[src/rtl/spsa_defines.svh]
// Offsets, field positions, reset values and counts of the serial port
`ifndef SPSA_DEFINES_SVH
`define SPSA_DEFINES_SVH

// ==========================================================================
// Register offsets
`define SPSA_OFF_CTL      8'h00
`define SPSA_OFF_BUF      8'h01
`define SPSA_OFF_CFG      8'h02

// ==========================================================================
// Control register fields
`define SPSA_CTL_MSH      7
`define SPSA_CTL_MSL      6
`define SPSA_CTL_OPT      5
`define SPSA_CTL_REN      4
`define SPSA_CTL_TB8      3
`define SPSA_CTL_RB8      2
`define SPSA_CTL_TI       1
`define SPSA_CTL_RI       0
`define SPSA_CTL_RST      8'h00

// Config register: bit 0 selects the faster baud divider
`define SPSA_CFG_FAST     0
`define SPSA_CFG_RST      1'b1

// ==========================================================================
// Timing counts
`define SPSA_M0_DIV_SLOW  12
`define SPSA_M0_DIV_FAST  4
`define SPSA_SAMPLES      16
`define SPSA_SAMPLE_A     7
`define SPSA_SAMPLE_B     8
`define SPSA_SAMPLE_C     9
`define SPSA_BITS_M0      8
`define SPSA_FRAME_10     10
`define SPSA_FRAME_11     11

`endif

[src/rtl/spsa_pkg.sv]
// Types of the serial port
package spsa_pkg;

    // ======================================================================
    // Modes and state machines
    typedef enum logic [1:0] {
        SPSA_MODE_SYNC  = 2'h0,
        SPSA_MODE_A10   = 2'h1,
        SPSA_MODE_A11F  = 2'h2,
        SPSA_MODE_A11T  = 2'h3
    } spsa_mode_type;

    typedef enum logic [2:0] {
        SPSA_TX_IDLE = 3'h1,
        SPSA_TX_WAIT = 3'h2,
        SPSA_TX_SEND = 3'h4
    } spsa_tx_type;

    typedef enum logic [1:0] {
        SPSA_RX_HUNT = 2'h1,
        SPSA_RX_BITS = 2'h2
    } spsa_rx_type;

    // ======================================================================
    // Whole state of the block
    typedef struct packed {
        spsa_mode_type mode;
        logic          opt;
        logic          ren;
        logic          tb8;
        logic          rb8;
        logic          ti;
        logic          ri;
        logic          fast;
        logic [7:0]    rbuf;
        logic [7:0]    rdata;
        logic          sy1;
        logic          sy2;
        logic          sy3;
        logic          m0_act;
        logic          m0_tx;
        logic [3:0]    m0_cnt;
        logic [2:0]    m0_bit;
        logic [7:0]    m0_sh;
        logic          sclk;
        logic          rxd_o;
        logic          rxd_oe;
        logic [1:0]    pre;
        logic          half;
        spsa_tx_type   txst;
        logic [3:0]    tx_div;
        logic [10:0]   tx_sh;
        logic [3:0]    tx_left;
        logic          txd;
        logic          txd_pin;
        spsa_rx_type   rxst;
        logic [3:0]    rx_div;
        logic [3:0]    rx_idx;
        logic [1:0]    rx_s;
        logic [7:0]    rx_sh;
        logic          rx9;
    } spsa_state_type;

endpackage : spsa_pkg

[src/rtl/spsa_serial_port.sv]
// Serial port with synchronous shift mode and asynchronous frame modes
//
// How it works
// - Two mode bits pick sync 8-bit, async 10-bit, async 11-bit fixed or timer baud.
// - Writing the serial buffer starts a transmission in every mode.
// - Mode 0 receive starts when receive done is 0 and receive enable is 1.
// - Async receive starts only with enable set and an incoming start bit.
// - Mode 0 moves data both ways on receive pin; transmit pin is shift clock.
// - Mode 0 frame is eight data bits, LSB first, no start or stop.
// - Mode 0 shift clock is system clock /12, or /4 with option bit set.
// - Mode 0 transmit starts next clock, shifts right on falling shift clock.
// - After eight mode 0 bits sent, send ends and transmit done is set.
// - Mode 0 receive starts next clock, latches pin on rising shift clock.
// - After eight bits received, receive done set; no restart until cleared.
// - Mode 1 frame: start 0, eight data LSB first, stop 1 to ninth bit field.
// - Mode 1 bit rate is timer overflow rate /16, or /32 alternative.
// - Mode 1 transmit starts on clock after next divide-by-16 rollover.
// - Transmit sends start, data, stop; transmit done set as stop goes out.
// - Receive samples at 16x baud; falling edge resets the divide counter.
// - Bit value is majority of samples at counter states 7, 8 and 9.
// - A start bit read as 1 aborts reception and hunts for another edge.
// - Frame loads buffer only if done flag 0 and option 0 or stop 1 (ninth bit 1 in 11-bit modes).
// - After each async frame receiver hunts again; software clears done flag.
//
// The plain strobed port and the placing of the registers were left to the implementer.
`timescale 1ns/1ps
`default_nettype none
`include "spsa_defines.svh"

module spsa_serial_port #(
    parameter int AW = 8
) (
    // Clock and reset
    input  wire logic          i_clk,
    input  wire logic          i_rst_n,
    // Register port
    input  wire logic [AW-1:0] i_addr,
    input  wire logic [7:0]    i_wdata,
    input  wire logic          i_wr,
    input  wire logic          i_rd,
    output logic      [7:0]    o_rdata,
    // Baud timer overflow pulse, same clock
    input  wire logic          i_timer_ovf,
    // Serial pins
    input  wire logic          i_rxd,
    output logic               o_rxd,
    output logic               o_rxd_oe,
    output logic               o_txd,
    // Mode reported to the system
    output spsa_pkg::spsa_mode_type o_mode
);
    import spsa_pkg::*;

    // ======================================================================
    // Elaboration checks
    if (AW < 2) begin : g_bad_aw
        $error("AW must be at least 2");
    end

    // Dividers and bit indexes share 4-bit counters
    if (`SPSA_M0_DIV_SLOW > 16) begin : g_bad_slow
        $error("Slow divider exceeds counter");
    end
    if (`SPSA_M0_DIV_FAST < 4) begin : g_bad_fast
        $error("Fast divider under synchroniser delay");
    end
    if (`SPSA_SAMPLE_C >= `SPSA_SAMPLES) begin : g_bad_smp
        $error("Sample points outside bit time");
    end
    if (`SPSA_FRAME_11 > 16) begin : g_bad_frame
        $error("Frame exceeds bit index");
    end

    // ======================================================================
    // State
    spsa_state_type r;
    spsa_state_type n;

    logic       wr_ctl;
    logic       wr_buf;
    logic       wr_cfg;
    logic       tick;
    logic       roll;
    logic       ti_set;
    logic       ri_set;
    logic       sync_m;
    logic       bitv;
    logic       keep;
    logic [3:0] m0_last;
    logic [3:0] m0_half;
    logic [3:0] rx_last;
    logic [7:0] rev;

    always_comb begin
        n       = r;
        ti_set  = 1'b0;
        ri_set  = 1'b0;
        bitv    = 1'b0;
        keep    = 1'b0;
        rev     = 8'h00;
        wr_ctl  = i_wr && (i_addr == AW'(`SPSA_OFF_CTL));
        wr_buf  = i_wr && (i_addr == AW'(`SPSA_OFF_BUF));
        wr_cfg  = i_wr && (i_addr == AW'(`SPSA_OFF_CFG));
        sync_m  = (r.mode == SPSA_MODE_SYNC);
        m0_last = r.opt ? 4'(`SPSA_M0_DIV_FAST - 1) : 4'(`SPSA_M0_DIV_SLOW - 1);
        m0_half = r.opt ? 4'(`SPSA_M0_DIV_FAST / 2) : 4'(`SPSA_M0_DIV_SLOW / 2);
        rx_last = (r.mode == SPSA_MODE_A10) ? 4'(`SPSA_FRAME_10 - 1)
                                            : 4'(`SPSA_FRAME_11 - 1);

        // ==================================================================
        // Receive pin synchroniser and edge history
        n.sy1 = i_rxd;
        n.sy2 = r.sy1;
        n.sy3 = r.sy2;

        // ==================================================================
        // Sixteen-times baud tick
        tick = 1'b0;
        if (r.mode == SPSA_MODE_A11F) begin
            n.pre = r.pre + 2'h1;
            tick  = r.fast ? r.pre[0] : (r.pre == 2'h3);
        end else if (!sync_m) begin
            if (i_timer_ovf) begin
                n.half = ~r.half;
            end
            tick = i_timer_ovf && (r.fast || r.half);
        end

        // ==================================================================
        // Register writes
        if (wr_ctl) begin
            n.mode = spsa_mode_type'(i_wdata[`SPSA_CTL_MSH:`SPSA_CTL_MSL]);
            n.opt  = i_wdata[`SPSA_CTL_OPT];
            n.ren  = i_wdata[`SPSA_CTL_REN];
            n.tb8  = i_wdata[`SPSA_CTL_TB8];
            n.rb8  = i_wdata[`SPSA_CTL_RB8];
        end
        if (wr_cfg) begin
            n.fast = i_wdata[`SPSA_CFG_FAST];
        end

        // ==================================================================
        // Mode 0 shift engine
        // Buffer write wins over receive start
        if (sync_m && !r.m0_act) begin
            if (wr_buf) begin
                n.m0_act = 1'b1;
                n.m0_tx  = 1'b1;
                n.m0_sh  = i_wdata;
                n.m0_cnt = 4'h0;
                n.m0_bit = 3'h0;
                n.rxd_oe = 1'b1;
                n.rxd_o  = i_wdata[0];
            end else if (r.ren && !r.ri) begin
                n.m0_act = 1'b1;
                n.m0_tx  = 1'b0;
                n.m0_cnt = 4'h0;
                n.m0_bit = 3'h0;
                n.rxd_oe = 1'b0;
            end
        end else if (r.m0_act) begin
            n.m0_cnt = r.m0_cnt + 4'h1;
            if (r.m0_cnt == 4'h0) begin
                n.sclk = 1'b0;
                if (r.m0_tx && (r.m0_bit != 3'h0)) begin
                    n.m0_sh = {1'b0, r.m0_sh[7:1]};
                    n.rxd_o = r.m0_sh[1];
                end
            end
            if (r.m0_cnt == m0_half) begin
                n.sclk = 1'b1;
                if (!r.m0_tx) begin
                    n.m0_sh = {r.m0_sh[6:0], r.sy2};
                end
            end
            if (r.m0_cnt == m0_last) begin
                n.m0_cnt = 4'h0;
                n.m0_bit = r.m0_bit + 3'h1;
                if (r.m0_bit == 3'(`SPSA_BITS_M0 - 1)) begin
                    n.m0_act = 1'b0;
                    n.rxd_oe = 1'b0;
                    if (r.m0_tx) begin
                        ti_set = 1'b1;
                    end else begin
                        // First bit sits in bit 7
                        for (int i = 0; i < 8; i++) begin
                            rev[i] = r.m0_sh[7-i];
                        end
                        n.rbuf = rev;
                        ri_set = 1'b1;
                    end
                end
            end
        end

        // ==================================================================
        // Async transmitter, bit times follow its divide-by-16 counter
        roll = 1'b0;
        if (!sync_m && tick) begin
            n.tx_div = r.tx_div + 4'h1;
            roll     = (r.tx_div == 4'(`SPSA_SAMPLES - 1));
        end
        unique case (r.txst)
            SPSA_TX_IDLE: begin
                n.txd = 1'b1;
                if (wr_buf && !sync_m) begin
                    n.tx_sh = (r.mode == SPSA_MODE_A10) ?
                              {2'b11, i_wdata, 1'b0} :
                              {1'b1, r.tb8, i_wdata, 1'b0};
                    n.txst  = SPSA_TX_WAIT;
                end
            end
            SPSA_TX_WAIT: begin
                // Bit edges follow the divider
                if (roll) begin
                    n.txd     = r.tx_sh[0];
                    n.tx_sh   = {1'b1, r.tx_sh[10:1]};
                    n.tx_left = (r.mode == SPSA_MODE_A10) ? 4'(`SPSA_FRAME_10 - 1)
                                                          : 4'(`SPSA_FRAME_11 - 1);
                    n.txst    = SPSA_TX_SEND;
                end
            end
            SPSA_TX_SEND: begin
                if (roll) begin
                    if (r.tx_left == 4'h0) begin
                        n.txd  = 1'b1;
                        n.txst = SPSA_TX_IDLE;
                    end else begin
                        n.txd     = r.tx_sh[0];
                        n.tx_sh   = {1'b1, r.tx_sh[10:1]};
                        n.tx_left = r.tx_left - 4'h1;
                        if (r.tx_left == 4'h1) begin
                            ti_set = 1'b1;
                        end
                    end
                end
            end
            default: begin
                n.txst = SPSA_TX_IDLE;
            end
        endcase

        // ==================================================================
        // Async receiver
        unique case (r.rxst)
            SPSA_RX_HUNT: begin
                // Pin two clocks late, sy3 one more
                if (!sync_m && r.ren && r.sy3 && !r.sy2) begin
                    n.rx_div = 4'h0;
                    n.rx_idx = 4'h0;
                    n.rxst   = SPSA_RX_BITS;
                end
            end
            SPSA_RX_BITS: begin
                if (tick) begin
                    n.rx_div = r.rx_div + 4'h1;
                    if (r.rx_div == 4'(`SPSA_SAMPLE_A)) begin
                        n.rx_s[0] = r.sy2;
                    end
                    if (r.rx_div == 4'(`SPSA_SAMPLE_B)) begin
                        n.rx_s[1] = r.sy2;
                    end
                    if (r.rx_div == 4'(`SPSA_SAMPLE_C)) begin
                        bitv = (r.rx_s[0] & r.rx_s[1]) | (r.rx_s[0] & r.sy2)
                             | (r.rx_s[1] & r.sy2);
                        n.rx_idx = r.rx_idx + 4'h1;
                        if (r.rx_idx == 4'h0) begin
                            if (bitv) begin
                                n.rxst = SPSA_RX_HUNT;
                            end
                        end else if (r.rx_idx == rx_last) begin
                            keep = !r.ri && (!r.opt ||
                                   ((r.mode == SPSA_MODE_A10) ? bitv : r.rx9));
                            if (keep) begin
                                n.rbuf = r.rx_sh;
                                n.rb8  = (r.mode == SPSA_MODE_A10) ? bitv : r.rx9;
                                ri_set = 1'b1;
                            end
                            n.rxst = SPSA_RX_HUNT;
                        end else if (r.rx_idx == 4'(`SPSA_BITS_M0 + 1)) begin
                            n.rx9 = bitv;
                        end else begin
                            n.rx_sh = {bitv, r.rx_sh[7:1]};
                        end
                    end
                end
                // Leaving mode or enable drops the frame
                if (sync_m || !r.ren) begin
                    n.rxst = SPSA_RX_HUNT;
                end
            end
            default: begin
                n.rxst = SPSA_RX_HUNT;
            end
        endcase

        // ==================================================================
        // Flags: a hardware set wins over a software clear
        n.ti = ti_set || (wr_ctl ? i_wdata[`SPSA_CTL_TI] : r.ti);
        n.ri = ri_set || (wr_ctl ? i_wdata[`SPSA_CTL_RI] : r.ri);

        // ==================================================================
        // Pins and read data
        // Mode 0 shift clock on transmit pin
        n.txd_pin = sync_m ? n.sclk : n.txd;
        n.rdata   = 8'h00;
        if (i_rd) begin
            if (i_addr == AW'(`SPSA_OFF_CTL)) begin
                n.rdata = {r.mode, r.opt, r.ren, r.tb8, r.rb8, r.ti, r.ri};
            end else if (i_addr == AW'(`SPSA_OFF_BUF)) begin
                n.rdata = r.rbuf;
            end else if (i_addr == AW'(`SPSA_OFF_CFG)) begin
                n.rdata = {7'h00, r.fast};
            end
        end
    end

    // ======================================================================
    // State register
    always_ff @(posedge i_clk) begin
        if (!i_rst_n) begin
            r         <= '0;
            r.mode    <= spsa_mode_type'(2'(`SPSA_CTL_RST >> `SPSA_CTL_MSL));
            r.fast    <= `SPSA_CFG_RST;
            r.sy1     <= 1'b1;
            r.sy2     <= 1'b1;
            r.sy3     <= 1'b1;
            r.sclk    <= 1'b1;
            r.txd     <= 1'b1;
            r.txd_pin <= 1'b1;
            r.rxd_o   <= 1'b1;
            r.txst    <= SPSA_TX_IDLE;
            r.rxst    <= SPSA_RX_HUNT;
        end else begin
            r <= n;
        end
    end

    assign o_rdata  = r.rdata;
    assign o_rxd    = r.rxd_o;
    assign o_rxd_oe = r.rxd_oe;
    assign o_txd    = r.txd_pin;
    assign o_mode   = r.mode;

endmodule : spsa_serial_port
`default_nettype wire

[config.mk]
export PLATFORM = sky130hd
export DESIGN_NAME = spsa_serial_port
export DESIGN_NICKNAME = d
export VERILOG_FILES = /design/src/rtl/spsa_pkg.sv /design/src/rtl/spsa_serial_port.sv
export VERILOG_INCLUDE_DIRS = /design/src /design/src/rtl
export SDC_FILE = /design/constraint.sdc
export NUM_CORES = 1
export LEC_CHECK = 0
export BUFFER_PORTS_ARGS = -buffer_cell sky130_fd_sc_hd__clkbuf_2
export CORE_MARGIN = 4
export CORE_UTILIZATION = 55
export CTS_CLUSTER_SIZE = 28
export DETAILED_ROUTE_END_ITERATION = 12
export GPL_TIMING_DRIVEN = 0
export PLACE_DENSITY = 0.73
export SYNTH_ARGS = -nofsm -noshare
export SYNTH_HDL_FRONTEND = slang
export SYNTH_SLANG_ARGS = --single-unit
[constraint.sdc]
create_clock -name i_clk -period 2.3 [get_ports i_clk]
set_clock_uncertainty 0.1 [all_clocks]
set_input_delay 0.115 -clock i_clk [delete_from_list [all_inputs] [get_ports i_clk]]
set_output_delay 0.115 -clock i_clk [all_outputs]
set_load 0.02 [all_outputs]
==> Word-level counts from Yosys, hierarchy flattened <==
Index checks and enable logic that the tools add are counted.
{ "classes": {"add_sub_neg": 7, "n_eq_ne": 34, "muxes": 105, "bitwise": 11, "reduce_logical": 57} }
{ "op_table": {"columns": ["op", "n"], "rows": [
  ["2-to-1 mux 8 bit", 17],
  ["2-to-1 mux 9 bit", 6],
  ["2-to-1 mux 1 bit", 51],
  ["case mux 11 bit (3 select lines)", 1],
  ["2-to-1 mux 16 bit", 2],
  ["2-to-1 mux 10 bit", 3],
  ["2-to-1 mux 15 bit", 2],
  ["2-to-1 mux 21 bit", 1],
  ["AND reduction 4 bit", 5],
  ["2-to-1 mux 18 bit", 1],
  ["!= test 2 bit, second input constant", 9],
  ["adder 4 x 1 -> 4 bit, second input constant", 4],
  ["== test 4 bit, second input constant", 4],
  ["case mux 8 bit (2 select lines)", 1],
  ["nonzero test 2 bit", 8],
  ["2-to-1 mux 3 bit", 5],
  ["AND reduction 3 bit", 5],
  ["2-to-1 mux 2 bit", 7],
  ["logical AND 1 bit", 13],
  ["zero test 4 bit", 3],
  ["AND reduction 6 bit", 2],
  ["2-to-1 mux 11 bit", 1],
  ["AND reduction 5 bit", 2],
  ["case mux 3 bit (3 select lines)", 1],
  ["31 further kinds", 60]
]} }
{ "totals": {"register_bits": 96} }

==> Logic depth before layout (Yosys ltp) <==
{ "depth": {"word_depth": 13, "ltp_mapped": 8, "ltp_nobuf": 7} }

==> Least setup slack after synthesis <==
Ideal clock, no wire load.
{ "synth_path": {"path_kind": "register to register", "startpoint": "register r[62] in the netlist's numbering", "endpoint": "register r[52] in the netlist's numbering", "setup_time_ns": 0.124, "arrival_time_ns": 1.673, "required_time_ns": 2.076, "path_slack_ns": 0.403, "stages_incl_launch_ff": 8, "path_buffers": 0, "path_cell_list": "dfxtp_1 > inv_1 > ha_1 > nor4bb_1 > o21ai_1 > mux2_2 > o21ai_0 > a31oi_1"} }
{ "synth_via": {"elab_chain_len": 6, "word_cells_on_any_way": 7, "classes_between": "1 x eq/ne; 5 x mux; 1 x reduce/logical"} }
{ "synth_rtl": {"columns": ["item", "line", "source"], "rows": [
  ["start: declaration", "spsa_serial_port.sv:76", "spsa_state_type r;"],
  ["start signal: assignment", "spsa_serial_port.sv:335", "r <= n;"],
  ["zero test 4 bit", "spsa_serial_port.sv:163", "if (r.m0_cnt == 4'h0) begin"],
  ["2-to-1 mux 10 bit", "spsa_serial_port.sv:163", null],
  ["2-to-1 mux 8 bit", "spsa_serial_port.sv:172", "if (!r.m0_tx) begin"],
  ["2-to-1 mux 9 bit (*)", "spsa_serial_port.sv:170", "if (r.m0_cnt == m0_half) begin"],
  ["2-to-1 mux 18 bit (*)", "spsa_serial_port.sv:161", "end else if (r.m0_act) begin"],
  ["2-to-1 mux 15 bit (*)", "spsa_serial_port.sv:145", "if (sync_m && !r.m0_act) begin"]
]} }
Mark *: on every way between the ends. The rest lies on a longest branch, timed or not. The select of a mux whose other input is x is not followed.
A chain may end at the register's enable or synchronous reset.

==> Final worst setup path <==
{ "layout_path": {"startpoint": "register r (netlist bit o_mode[0])", "endpoint": "register r[28] in the netlist's numbering"} }
{ "layout_via": {"elab_chain_len": 7, "word_cells_on_any_way": 12, "classes_between": "4 x eq/ne; 3 x mux; 5 x reduce/logical"} }
{ "layout_rtl": {"columns": ["item", "line", "source"], "rows": [
  ["zero test 2 bit", "spsa_serial_port.sv:104", "sync_m = (r.mode == SPSA_MODE_SYNC);"],
  ["2-to-1 mux 1 bit", "spsa_serial_port.sv:122", "end else if (!sync_m) begin"],
  ["2-to-1 mux 1 bit", "spsa_serial_port.sv:119", "if (r.mode == SPSA_MODE_A11F) begin"],
  ["logical AND 1 bit", "spsa_serial_port.sv:199", "if (!sync_m && tick) begin"],
  ["2-to-1 mux 1 bit", "spsa_serial_port.sv:199", null],
  ["!= test 2 bit (no line)", null, null],
  ["AND reduction 5 bit (no line) (*)", null, null]
]} }
Mark *: on every way between the ends. The rest lies on a longest branch, timed or not.

==> run_results.csv <==
group,metric,value,unit
status,status,"complete, no violations",
global_route,grt_pass1_vias,4202,
layout,area_growth_syn_to_layout,13.4,%
setup_path,r2r_end,"r[28]",
sta,post-route-period-util,0.946,
floorplanning,dieArea,10800,µm²
global_route,grt_max_degree,19,
setup_path,path_buf_inv,2,
yosys,yosys_warnings,0,
clock_network,cts_tree,"done",
layout,nFillCells,757,
sta,fin_tns_setup,0,ps
setup_path,cp.arrival,2330,ps
setup_path,cpPeakStageDelay,480,ps
layout,antenna_cells,0,
routing,first_pass_iters,5,
clock_network,cts.sinks,96,
yosys,netlist.area_leader.share,0.382,
routing,ant_nets,0,
setup_path,cp-start-kind,"flop",
sta,fin_ws,124,ps
global_route,grt_pass1_wl,21100,µm
setup_path,end_kind,"flop",
floorplanning,die_height,104,µm
sta,rsz0062_at_grt,"false",
sta,worstMarginPinSlew,748,ps
job,maxCapViolations,0,
place,pre_cts_ws,59.9,ps
place,dp_hpwl,9250,µm
clock_network,cts_buffers,9,
global_route,grt_usage,0.242,
yosys,yosysSeqAreaShare,0.382,
sta,max_freq,0.459,GHz
yosys,ys_top_cells_by_area,"dfxtp_1 (38%), mux2i_1 (9.1%), nor2_1 (4.4%), ha_1 (4.2%), o21ai_0 (3.4%)",
setup_path,r2r_start,"o_mode[0]",
yosys,synth_most_common_cell,"dfxtp_1",
global_route,overflow,0,
floorplanning,rows,34,
min_path,hp-start,"i_addr[6]",
layout,stdcell_area,5710,µm²
setup_path,crit_chain,"buf_6 > nand2_1 > o22ai_2 > and2_1 > o21ai_1 > buf_4 > mux2i_1",
place,routabilityCongestion,0.902,
sta,layout_min_cycle_time,2180,ps
routing,drtIter0Drc,214,
yosys,syn_area,5040,µm²
place,dpl_cell_area,5340,µm²
yosys,async_flop_share,0,
yosys,synth_nets,612,
min_path,hp-class,"in2reg",
power,irDropWorstVdd,0.404,mV
setup_path,critPathKind,"reg2reg",
routing,avgViaCountPerCell,5.86,
power,leakage,2.37,nW
yosys,yosys-top-cells-count,"dfxtp_1 (96), nor2_1 (59), mux2i_1 (46)",
yosys,synth_top_cell_by_area,"dfxtp_1",
yosys,synth_edf_count,0,
floorplanning,die_w,104,µm
routing,wl_per_cell,17.2,µm
yosys,yosys_register_bits,96,
floorplanning,ios,35,
global_route,antenna_found_initial,0,
sta,setup_violations,0,
setup_path,rrSetupSlack,120,ps
min_path,min_to,"r[62]",
routing,routed_wl,12800,µm
clock_network,cts.path.max_buffers,2,
layout,multiInputGateArea,2780,µm²
routing,drc_errors,0,
clock_network,cts-root-buf,"clkbuf_8",
sta,hold_violations,0,
routing,vias,4374,
layout,nets,672,
yosys,yosys_most_used_dff,"dfxtp_1",
setup_path,cp_top_family,"compound AO/OA/AOI/OAI gates",
setup_path,worstRegToRegCells,7,
power,p_per_area,523,nW/µm²
sta,drv_slew,0,
clock_network,htree_levels,3,
floorplanning,core,8810,µm²
layout,register_area,1920,µm²
clock_network,insertion_delay,380,ps
setup_path,slowest_stage,"o22ai_2",
power,power,2.99,mW
setup_path,cp_max_fo,10,
yosys,syn_inst,573,
yosys,yosys.cell_types.count,66,
clock_network,clkTransAtPathRegs,100,ps
place,io_buffers,34,
floorplanning,initial_core_util,0.572,
setup_path,required,2460,ps
layout,drive_gt1_frac,0.179,
sta,slew-limit-headroom,0.502,
yosys,synth_area_per_cell,8.79,µm²
min_path,whs_path_depth,5,
## cells by family (layout without fill, tap and decap cells)
kind of cell             Yosys count  in the layout  share of synthesized area
adder cells (fa/ha/maj)           18             18                     0.0445
AND/OR/NAND/NOR                  206            206                      0.219
AO/OA/AOI/OAI                    116            116                      0.147
XOR/XNOR                          10             10                     0.0189
buffers and inverters             68            133                     0.0691
multiplexers                      59             59                      0.120
flip-flops                        96             96                      0.382
## worst max-delay path by stage
stage | cells after the start | endpoint | slack [ps] | from
after floorplan | 7 | r[52] | 400 | r[62]
after global placement | 7 | r[57] | 120 | r[62]
after detailed placement | 7 | r[52] | 60 | r[62]
after CTS | 7 | r[52] | 50 | r[62]
after global routing | 7 | r[34] | 3 | r[23]
final | 7 | r[28] | 120 | o_mode[0]
## placed cells by master, fill, tap and decap left out, drive strengths merged, types with 19 or more instances in the layout
cell | netlist | routed
inv | 25 | 28
nand2 | 44 | 44
o21ai | 37 | 37
nand3 | 22 | 22
a21oi | 30 | 30
dfxtp | 96 | 96
nand4 | 19 | 19
buf | 29 | 30
clkbuf | 14 | 57
nor2 | 60 | 60
mux2i | 46 | 46
## sequential cells by signal, summed over array words and instances, names as in the netlist
signal and count:
o_rdata 8, o_mode 2, n 2, o_rxd_oe 1, o_rxd 1, o_txd 1
r 81
## final cells by class
cell class                      count  area share
Buffer                             43      0.0444
Clock buffer                        9      0.0217
Clock inverter                      7      0.0149
Inverter                           25      0.0164
Multi-Input combinational cell    409       0.487
Sequential cell                    96       0.336
Tap cell                          108      0.0236
Timing Repair Buffer               49      0.0556
## where the power goes
| group | switching [mW] | internal (mW) |
|---|---|---|
| sequential | 0.00350 | 1.66 |
| combinational | 0.0824 | 0.0499 |
| clock | 0.661 | 0.524 |
| total | 0.747 | 2.24 |
## routing by layer
layer / wire length (µm) / vias up / track usage / part of all wire
li1: - / 2148 / - / -
met1: 5700 / 2057 / 0.307 / 0.44
met2: 6140 / 142 / 0.411 / 0.48
met3: 749 / 27 / 0.0572 / 0.058
met4: 244 / 0 / 0.0741 / 0.019
met5: 0 / - / 0 / 0
## worst min-delay path: cells and delay by family
kind / cells / cell delay (ps)
buf+inv: 1 / 80
simple gates: 3 / 280
compound gates: 1 / 100
## repair_timing
item / 4_1_cts / 5_1_grt
hold endpoints to repair: 16 / 0
hold buffers: 14 / 0
setup endpoints to repair: 0 / 13
buffers inserted: 0 / 1
resized for setup: 0 / 4
## through the flow
| stage | hold slack, ps | cells | utilization |
|---|---|---|---|
| 4_1_cts | 127 | 745 | 0.646 |
| 3_3_place_gp | 200 | 715 | 0.607 |
| 6_report | 146 | 746 | 0.649 |
| 5_1_grt | 161 | 746 | 0.649 |
| 3_5_place_dp | 201 | 715 | 0.607 |
| 2_1_floorplan | 116 | 573 | - |
(Power assumes the default switching activity.)
